$ cat src/pkg/rscfg_pkg.sv
// Package for the reference select and pump configuration register
package rscfg_pkg;
	// ****************************************************
	// Register map and field positions
	// ****************************************************
	localparam logic [7:0]  REG_OFFSET   = 8'h00;
	localparam int          REG_WIDTH    = 28;
	localparam logic [27:0] REG_RESET    = 28'h0000000;
	localparam logic [27:0] REG_WMASK    = 28'hffffeff; // Bit 8 kept zero
	localparam int          BIT_BUF_X    = 0;
	localparam int          BIT_BUF_Y    = 1;
	localparam int          BIT_PRI_PICK = 2;
	localparam int          BIT_SEC_PICK = 3;
	localparam int          BIT_AUX_PICK = 4;
	localparam int          BIT_SRC_CTL  = 5;
	localparam int          BIT_PFD_W0   = 6;
	localparam int          BIT_PUMP_DIR = 9;
	localparam int          BIT_PUMP_SRC = 10;
	localparam int          BIT_PUMP_SNK = 11;
	localparam int          BIT_PUMP_AMP = 12;

	// Buffer type codes, read as XY
	typedef enum logic [1:0]
	{
		RSCFG_BUF_CMOS = 2'h0,
		RSCFG_BUF_PECL = 2'h2,
		RSCFG_BUF_LVDS = 2'h3
	} rscfg_buf_t;

	// Reference source chosen
	typedef enum logic [2:0]
	{
		RSCFG_SRC_NONE = 3'h0,
		RSCFG_SRC_PRI  = 3'h1,
		RSCFG_SRC_SEC  = 3'h2,
		RSCFG_SRC_AUTO = 3'h3,
		RSCFG_SRC_AUX  = 3'h4
	} rscfg_src_t;

	// Decoded controls towards the analogue blocks
	typedef struct packed
	{
		logic [1:0] buf_type;
		rscfg_src_t source;
		logic       primary_buffer_on;
		logic       secondary_buffer_on;
		logic [1:0] pfd_width;
		logic       pump_negative;
		logic       pump_src_on;
		logic       pump_snk_on;
		logic       pump_amp_off;
	} rscfg_ctl_t;
endpackage

$ cat src/verilog/rscfg_reg.sv
// Reference select and charge pump configuration register
`timescale 1ns/100ps

// What this block does
// - XY 10 PECL, 11 LVDS, 00 CMOS
// - Bits 2,3 only count when control bit set
// - Register 00 selects no buffer
// - Register 10 primary, secondary buffer off
// - Register 01 secondary, primary buffer off
// - Register 11 automatic, primary then secondary
// - Aux bit 0 follows bits 2,3, or the pin when control bit clear
// - Aux bit 1 overrides with aux clock
// - Control bit 0 means pin chooses, no auto
// - Control bit 1 ignores the select pin
// - Bits 6,7 set detector pulse width
// - Bit 9 sets pump current direction
// - Bit 10 switches pump source on
// - Bit 11 switches pump sink on
// - Bit 12 switches pump amplifier off
// - Power up loads from stored configuration
module rscfg_reg
	import rscfg_pkg::*;
(
	input  wire logic        I_CLK,        // System clock, 200 MHz
	input  wire logic        I_RST,        // Synchronous reset, active high
	input  wire logic        I_WR,         // Register write strobe
	input  wire logic [7:0]  I_ADDR,       // Register address
	input  wire logic [27:0] I_WDATA,      // Write data
	output logic      [27:0] O_RDATA,      // Read data
	input  wire logic        I_LOAD,       // Power up load strobe
	input  wire logic [27:0] I_LOAD_DATA,  // Stored configuration word
	input  wire logic        I_REF_SEL,    // External select pin, high primary
	output rscfg_ctl_t       O_CTL         // Decoded controls
);
	// ****************************************************
	// Pin synchroniser
	// ****************************************************
	logic sel_meta_reg;
	logic sel_sync_reg;
	logic sel_meta_next;
	logic sel_sync_next;

	// Two stages before anyone reads the pin
	always_comb
	begin
		sel_meta_next = I_REF_SEL;
		sel_sync_next = sel_meta_reg;
	end

	always_ff @(posedge I_CLK)
	begin
		sel_meta_reg <= sel_meta_next;
		sel_sync_reg <= sel_sync_next;
	end

	// ****************************************************
	// Configuration word
	// ****************************************************
	logic [27:0] cfg_reg;
	logic [27:0] cfg_next;

	// Load wins over a write: the stored word defines power-up state
	always_comb
	begin
		cfg_next = cfg_reg;
		if (I_LOAD)
		begin
			cfg_next = I_LOAD_DATA & REG_WMASK;
		end
		else if (I_WR && I_ADDR == REG_OFFSET)
		begin
			cfg_next = I_WDATA & REG_WMASK;
		end
	end

	always_ff @(posedge I_CLK)
	begin
		if (I_RST)
			cfg_reg <= REG_RESET;
		else
			cfg_reg <= cfg_next;
	end

	// Unmapped addresses read zero
	always_comb
	begin
		if (I_ADDR == REG_OFFSET)
			O_RDATA = cfg_reg;
		else
			O_RDATA = '0;
	end

	// ****************************************************
	// Source decode
	// ****************************************************
	function automatic rscfg_src_t pick_source(input logic [27:0] c, input logic pin);
		rscfg_src_t s;
		s = RSCFG_SRC_NONE;
		if (c[BIT_AUX_PICK])
			s = RSCFG_SRC_AUX;
		else if (!c[BIT_SRC_CTL])
			s = pin ? RSCFG_SRC_PRI : RSCFG_SRC_SEC;
		else
		begin
			case ({c[BIT_PRI_PICK], c[BIT_SEC_PICK]})
				2'h0: s = RSCFG_SRC_NONE;
				2'h2: s = RSCFG_SRC_PRI;
				2'h1: s = RSCFG_SRC_SEC;
				default: s = RSCFG_SRC_AUTO;
			endcase
		end
		return s;
	endfunction

	rscfg_ctl_t ctl_reg;
	rscfg_ctl_t ctl_next;

	// Controls are registered so the analogue side sees clean levels
	always_comb
	begin
		ctl_next.buf_type      = {cfg_reg[BIT_BUF_X], cfg_reg[BIT_BUF_Y]};
		ctl_next.source        = pick_source(cfg_reg, sel_sync_reg);
		ctl_next.primary_buffer_on    = ctl_next.source inside {RSCFG_SRC_PRI, RSCFG_SRC_AUTO};
		ctl_next.secondary_buffer_on    = ctl_next.source inside {RSCFG_SRC_SEC, RSCFG_SRC_AUTO};
		ctl_next.pfd_width     = cfg_reg[BIT_PFD_W0 +: 2];
		ctl_next.pump_negative = cfg_reg[BIT_PUMP_DIR];
		ctl_next.pump_src_on   = cfg_reg[BIT_PUMP_SRC];
		ctl_next.pump_snk_on   = cfg_reg[BIT_PUMP_SNK];
		ctl_next.pump_amp_off  = cfg_reg[BIT_PUMP_AMP];
	end

	always_ff @(posedge I_CLK)
	begin
		if (I_RST)
			ctl_reg <= '0;
		else
			ctl_reg <= ctl_next;
	end

	assign O_CTL = ctl_reg;
endmodule

$ cat config.mk
export PLATFORM = sky130hd
export DESIGN_NAME = rscfg_reg
export DESIGN_NICKNAME = d
export VERILOG_FILES = /design/src/pkg/rscfg_pkg.sv /design/src/verilog/rscfg_reg.sv
export SDC_FILE = /design/constraint.sdc
export NUM_CORES = 1
export LEC_CHECK = 0
export BUFFER_PORTS_ARGS = -buffer_cell sky130_fd_sc_hd__buf_2
export CORE_ASPECT_RATIO = 1.5
export CORE_UTILIZATION = 45
export CTS_BUF_LIST = sky130_fd_sc_hd__clkbuf_16
export CTS_CLUSTER_DIAMETER = 60
export DETAILED_ROUTE_END_ITERATION = 8
export PLACE_DENSITY_LB_ADDON = 0.1
export SYNTH_ARGS = -nofsm -noshare
export SYNTH_HDL_FRONTEND = slang
export SYNTH_SLANG_ARGS = --single-unit
$ cat constraint.sdc
create_clock -name I_CLK -period 5.14 [get_ports I_CLK]
set_input_delay 1.028 -clock I_CLK [delete_from_list [all_inputs] [get_ports I_CLK]]
set_output_delay 1.028 -clock I_CLK [all_outputs]
set_load 0.02 [all_outputs]
# [After elaboration in Yosys (flattened, before gate mapping)]
# Cells that the tools add are included.
[op_classes] n_shift=0 eq_ne=5 order_cmp=0 mux=7 bitwise_logic=0 n_mul=0 reduce_logical=6 n_addsub=0 div_mod_pow=0
[op_table] cell="$mux W28" count=3
[op_table] cell="$logic_not A8 Y1" count=1
[op_table] cell="$eq A3 B2 Y1 const B" count=2
[op_table] cell="$pmux W2 S3" count=1
[op_table] cell="$reduce_bool A2 Y1" count=3
[op_table] cell="$mux W2" count=2
[op_table] cell="$eq A3 B1 Y1 const B" count=1
[op_table] cell="$mux W3" count=1
[op_table] cell="$eq A2 B1 Y1 const B" count=1
[op_table] cell="$eq A2 B2 Y1 const B" count=1
[op_table] cell="$logic_not A2 Y1" count=1
[op_table] cell="$logic_and A1 B1 Y1" count=1
[word_totals] memories=0 latchBits=0 ramBits=0 elab_cells=30 rom_bits=0 regBits=42 output_inout_bits=41

# [Longest topological paths before layout]
# Gate-level depths: netlist (run 1).
[logic_depth] word_depth=6 depth_mapped=5 depth_no_buf=3

# [Worst setup path before layout (run 1)]
# No wires, ideal clock.
[synth_timing] path_kind="input-to-output" start="input I_ADDR[5]" end="output O_RDATA[3]" arrival_ps=2359 slack_ps=1753 cell_stages=5 path_cell_list="or4_1 > or2_1 > buf_6 > buf_6 > nor2_1"
[synth_via] elab_chain_len=2
[synth_rtl] item="from (decl)" line_no="rscfg_reg.sv:27" source="input wire logic [7:0] I_ADDR,"
[synth_rtl] item="$logic_not A8 Y1" line_no="rscfg_reg.sv:87" source="if (I_ADDR == REG_OFFSET)"
[synth_rtl] item="$mux W28" line_no="rscfg_reg.sv:87"
[synth_rtl] item="to (decl)" line_no="rscfg_reg.sv:29" source="output logic [27:0] O_RDATA,"
# Every way passes these cells.

# [Final worst setup path (run 1)]
[layout_timing] start="input I_ADDR[5]" end="output O_RDATA[14]"
# Same word-level chain as after synthesis.

==> results of run 1 <==
==> cell type report <==
class | count | area [um2]
multi-input cells | 184 | 1480
clock buffers | 5 | 125
clock inverters | 2 | 35.0
flip-flops and latches | 41 | 821
inverters | 1 | 3.75
well taps | 68 | 85.1
repair buffers | 113 | 583
fillers | 516 | 2080
==> placed cells by master, fill, tap and decap left out, drive strengths merged <==
cell	netlist	routed
buf	17	113
nor2b	11	11
nand2	27	27
clkbuf	13	5
and2	26	26
nor2	4	4
clkinv	0	1
a2111oi	1	1
inv	1	1
nor3	2	2
bufinv	0	1
or2	1	1
dfxtp	41	41
o221ai	27	27
o211ai	27	27
a21oi	1	1
a22oi	27	27
or4	2	2
mux2	27	27
conb	1	1
==> synthesized netlist by cell type <==
library cell	instances	area (um2)
clkbuf_2	2	10.0
dfxtp_1	41	821
o221ai_1	8	70.1
buf_1	2	7.51
a2111oi_0	1	8.76
buf_2	5	25.0
or4_1	2	15.0
and2_1	26	163
or2_1	1	6.26
mux2_2	27	304
nand2_1	27	101
nor2_1	3	11.3
nor2_4	1	11.3
inv_1	1	3.75
nor2b_1	11	68.8
a21oi_1	1	5.00
buf_4	5	37.5
buf_6	5	56.3
clkbuf_1	11	41.3
nor3_1	2	10.0
a22oi_1	27	203
o221ai_2	19	285
conb_1	1	3.75
o211ai_1	27	203
==> per-stage QoR <==
step | setup WS (ns) | instances | instance area (um2)
2_1_floorplan | 1.75 | 256 | 2470
3_3_place_gp | 1.33 | 407 | 2970
3_5_place_dp | 1.31 | 407 | 2970
4_1_cts | 1.31 | 414 | 3130
5_1_grt | 1.18 | 414 | 3130
6_report | 1.32 | 414 | 3130
==> report_power, final <==
group          switching (mW)  leakage, nW  total [mW]  internal (mW)
Combinational          0.0695        0.898       0.135         0.0657
Clock                   0.120       0.0797       0.346          0.225
Sequential             0.0143        0.339       0.354          0.339
==> cell families (layout without fill, tap and decap cells) <==
| group | after synthesis | count (layout) | synth area share (%) |
|---|---|---|---|
| compound gates | 83 | 83 | 31.3 |
| buf+inv | 31 | 121 | 7.34 |
| other cells | 1 | 1 | 0.152 |
| simple gates | 73 | 73 | 15.6 |
| mux | 27 | 27 | 12.3 |
| flops | 41 | 41 | 33.2 |
==> worst paths after layout <==
path                startpoint      endpoint  slack (ns)  cells after the start
hold / removal    sel_meta_reg  sel_sync_reg        0.34                      0
hold reg to reg   sel_meta_reg  sel_sync_reg        0.34                      0
setup reg to reg    cfg_reg[5]      O_CTL[9]        4.19                      2
setup / recovery     I_ADDR[5]   O_RDATA[14]        1.32                      6
==> routing by layer <==
layer	vias up	GRT usage, %	routed length (um)
li1	1152	-	-
met1	1127	26.5	2840
met2	82	43.3	3360
met3	4	3.57	318
met4	0	6.20	57
met5	-	0	0
==> critical path: stages <==
cell and delay [ns]:
buf_2 0.09, or4_1 0.50, buf_4 0.25, nor2_4 0.51, and2_1 0.22, buf_2 0.16
==> out/qor.csv, run 1 <==
stage,metric,value,unit
status,status,finished clean,
clock_tree,cts_resized,0,
finish,layout.nets,415,
clock_tree,root_buffer,clkbuf_16,
finish,fin_util,60.1,%
setup_path,start_kind,input port,
routing,vias_per_cell,5.71,
min_path,hp-class,flip-flop to flip-flop,
timing,finalCritPeriodShare,74.3,%
floorplan,pin_count,110,
grt,grt.total_usage,23.1,%
routing,ant_nets,0,
timing,fin_skew,0.00328,ns
routing,drc_errors,0,
grt,antenna_found_initial,0,
timing,fin_crit,3.82,ns
yosys,ys_seq_area_share,33.2,%
yosys,yosysWarnings,0,
floorplan,coreArea,5200,um2
timing,fin_setup_tns,0,ns
clock_tree,cts_sinks,41,
timing,setup_viol,0,
floorplan,die-area,5800,um2
setup_path,crit_fanout,29,
clock_tree,cts_tree,yes,
floorplan,start_util,47.5,%
timing,whs,0.336,ns
power_and_ir_drop,power_leakage,1.32,nW
power_and_ir_drop,ir_drop,0.163,mV
yosys,synthCells,256,
finish,final_layout_size_suffix_gt1_share,49.1,%
timing,slew_viol_final,0,
floorplan,dieHeight,92.8,um
routing,first_iter_violations,90,
routing,wl_per_cell,15.9,um
yosys,syn-cell-area,2470,um2
clock_tree,htreeDepth,2,
finish,area_growth,26.6,%
grt,grt_max_degree,56,
routing,first_pass_iters,4,
clock_tree,post-cts-setup-buffers,0,
setup_path,end_kind,output port,
place,gp_congestion,0.721,
yosys,syn_nets,325,
power_and_ir_drop,p_total,835,uW
yosys,postSynthAreaPerCell,9.65,um2
clock_tree,cts_buffers,5,
yosys,ys_types,24,
run,max_cap_violations,0,
grt,grt_pass1_wl,10900,um
timing,timing.fmax,262,MHz
power_and_ir_drop,p_per_area,267,nW/um2
timing,hold_viol,0,
routing,vias,2365,
finish,antenna_cells,0,
routing,routed_wl,6580,um
grt,grt_remaining_overflow,0,
setup_path,critPathKind,input port to output port,
place,portBuffers,106,
clock_tree,hold_buffers,0,
clock_tree,clkSlewWorstSetupHoldPaths,0.06,ns
timing,worst_pin_slew,1.19,ns
grt,grt_pass1_vias,2287,
finish,largest_reg_flops,27,
timing,rsz0062_at_grt,no,
clock_tree,clock_latency,0.28,ns
setup_path,critPathRequiredTime,4.11,ns
clock_tree,cts_buffer_depth,2,
floorplan,die_w,62.5,um
place,dp_hpwl,3980,um
timing,slew_headroom,20.5,%
setup_path,crit_arrival,2.79,ns
yosys,synth-seq-cells,41,
floorplan,rows,32,
(Power assumes the default switching activity.)
==> run 2, diff against run 1 <==
Clock period 5.14 ns to 3.7 ns, I/O delays scaled along.
==> run 2 against run 1 <==
Effect of this change: critical path depth unchanged; clock power up 41%; cell count up 1.4%; final area up 2.2%; combinational power up 42%; sequential cell count unchanged; clock skew about the same; setup slack worse by 0.58 ns; critical path type unchanged; critical endpoint is now O_RDATA[0]; largest cell class unchanged; largest power group unchanged.
==> out/qor.csv, run 2 (synthesized netlist as in run 1, its figures left out) <==
stage,metric,value,unit,change
status,status,finished clean,,
power_and_ir_drop,pwr-share-clk,41.7,%,+0.3 points
setup_path,crit_top_cell,buf_2,,
floorplan,die-area,5800,um2,unchanged
grt,grt_pass1_vias,2252,,-1.5%
setup_path,critPathKind,input port to output port,,
finish,area_growth,29.4,%,
setup_path,crit_slowest_cell,or4_1,,
routing,first_iter_violations,58,,-36%
power_and_ir_drop,swShare,24.6,%,+0.15 points
place,gp_congestion,0.774,,+7.4%
setup_path,r2r-end,O_CTL[9],,
timing,timing.fmax,338,MHz,
power_and_ir_drop,p_sw,288,uW,+41%
finish,final_layout_size_suffix_gt1_share,49.7,%,+0.58 points
timing,fin_skew,0.00296,ns,-0.000320 ns
power_and_ir_drop,p_per_area,366,nW/um2,+37%
routing,highest_layer,met4,,
finish,final_common_cell,buf_2,,
clock_tree,post-cts-setup-buffers,0,,unchanged
timing,setup_viol,0,,unchanged
routing,first_pass_iters,4,,unchanged
clock_tree,root_buffer,clkbuf_16,,
finish,seqCellArea,821,um2,unchanged
setup_path,r2r_setup_slack,2.75,ns,-1.44 ns
timing,worst_pin_slew,0.804,ns,-0.388 ns
timing,rsz0062_at_grt,no,,
timing,finalCritPeriodShare,79.9,%,
power_and_ir_drop,p_int,882,uW,+40%
setup_path,critPathRequiredTime,2.96,ns,-1.15 ns
finish,antenna_cells,0,,unchanged
grt,grt_max_degree,39,,-30%
timing,layout_setup_ws,0.742,ns,-0.580 ns
grt,grt.total_usage,22.4,%,-0.60 points
setup_path,r2r_cells,2,,unchanged
routing,wl_met2,3320,um,-1.1%
setup_path,cp-endpoint,O_RDATA[0],,
finish,layout_common_cells,"106 x buf_2, 41 x dfxtp_1",,
setup_path,cpPeakStageDelay,0.62,ns,+0.11 ns
timing,fin_crit,2.96,ns,
clock_tree,htreeDepth,2,,unchanged
floorplan,rows,32,,unchanged
min_path,holdCritStartpoint,sel_meta_reg,,
setup_path,worst-path-stages,6,,unchanged
routing,met1Wirelength,2740,um,-3.8%
power_and_ir_drop,seqPwrFrac,41.9,%,-0.5 points
setup_path,start_kind,input port,,
grt,antenna_found_initial,0,,unchanged
timing,slew_headroom,46.4,%,+26 points
clock_tree,clkSlewWorstSetupHoldPaths,0.06,ns,about the same
timing,slew_viol_final,0,,unchanged
power_and_ir_drop,pwr-share-comb,16.4,%,+0.2 points
clock_tree,hold_buffers,0,,unchanged
timing,whs,0.331,ns,-0.00567 ns
routing,wl_per_cell,15.2,um,-4.6%
power_and_ir_drop,power_leakage,1.35,nW,+2.2%
clock_tree,cts_buffers,5,,unchanged
finish,largest_reg_flops,27,,unchanged
setup_path,crit_family,simple AND/OR/NAND/NOR gates,,
power_and_ir_drop,ir_drop,0.252,mV,+55%
setup_path,crit_fanout,20,,-31%
clock_tree,cts_sinks,41,,unchanged
finish,fillCellCount,488,,-5.4%
clock_tree,cts_buffer_depth,2,,unchanged
setup_path,end_kind,output port,,
routing,vias,2346,,-0.80%
floorplan,dieHeight,92.8,um,unchanged
timing,fin_setup_tns,0,ns,unchanged
setup_path,cp-startpoint,I_ADDR[5],,
setup_path,r2r-start,cfg_reg[5],,
floorplan,coreArea,5200,um2,unchanged
routing,drc_errors,0,,unchanged
routing,ant_nets,0,,unchanged
place,dp_hpwl,4260,um,+7.0%
place,portBuffers,106,,unchanged
finish,multi_input_area,1480,um2,unchanged
routing,routed_wl,6360,um,-3.3%
routing,dr_wl_met3,269,um,-15%
min_path,hp-class,flip-flop to flip-flop,,
run,max_cap_violations,0,,unchanged
grt,grt_pass1_wl,10600,um,-2.6%
floorplan,start_util,47.5,%,unchanged
setup_path,crit_arrival,2.22,ns,-0.57 ns
clock_tree,cts_resized,0,,unchanged
routing,vias_per_cell,5.59,,-2.2%
clock_tree,clock_latency,0.28,ns,about the same
setup_path,path_cells,"buf_2, or4_1, nor2_4, buf_12, and2_1, buf_2",,
grt,grt_remaining_overflow,0,,unchanged
setup_path,cp_num_buf_inv,3,,unchanged
floorplan,die_w,62.5,um,unchanged
clock_tree,cts_tree,yes,,
finish,layout.nets,420,,+1.2%
place,pre_cts_ws,0.713,ns,-0.594 ns
timing,hold_viol,0,,unchanged
floorplan,pin_count,110,,unchanged
[run 2: cell types whose count changed in the layout (fill, tap and decap cells not counted), sizes merged]
cell and change:
clkinvlp +1, buf +5
[run 2: through the flow]
stage	instance area (um2)	std cells	util, %	total power, mW
finish	3200	420	61.4	1.17
global route	3200	420	61.4	1.22
CTS	3200	420	61.4	1.18
detailed placement	3030	412	58.2	0.693
global placement	3030	412	58.2	0.690
floorplan	2470	256	-	0.623
[run 2: cell type report]
type                    count  share of cell area (%)
flip-flops and latches     41                    25.7
well taps                  68                    2.66
inverters                   1                   0.117
multi-input cells         184                    46.2
repair buffers            118                    20.2
clock buffers               5                    3.91
clock inverters             3                    1.29
[run 2: power groups by stage]
stage          Combinational [mW]  Sequential (mW)  Clock [mW]
2_1_floorplan               0.119            0.504           0
3_3_place_gp                0.190            0.500           0
3_5_place_dp                0.193            0.500           0
4_1_cts                     0.193            0.491       0.495
5_1_grt                     0.209            0.495       0.512
6_report                    0.192            0.491       0.487
[run 2: routing by layer]
metal  global-route usage, %  up-vias
met4                    5.81        0
met3                    3.57        2
met5                       0        -
met1                    25.4     1111
met2                    42.7       74
li1                        -     1159
[run 2: how the worst min path moves through the flow]
stage              endpoint  slack, ns  cells past startpoint
4_1_cts        sel_sync_reg       0.33                      0
3_3_place_gp   sel_sync_reg       0.31                      0
5_1_grt        sel_sync_reg       0.35                      0
3_5_place_dp   sel_sync_reg       0.31                      0
6_report       sel_sync_reg       0.33                      0
2_1_floorplan  sel_sync_reg       0.31                      0
[run 2: worst register-to-register path: stages (launching register included)]
cell,delay (ns)
dfxtp_1,0.41
nor2b_1,0.09
a2111oi_0,0.33
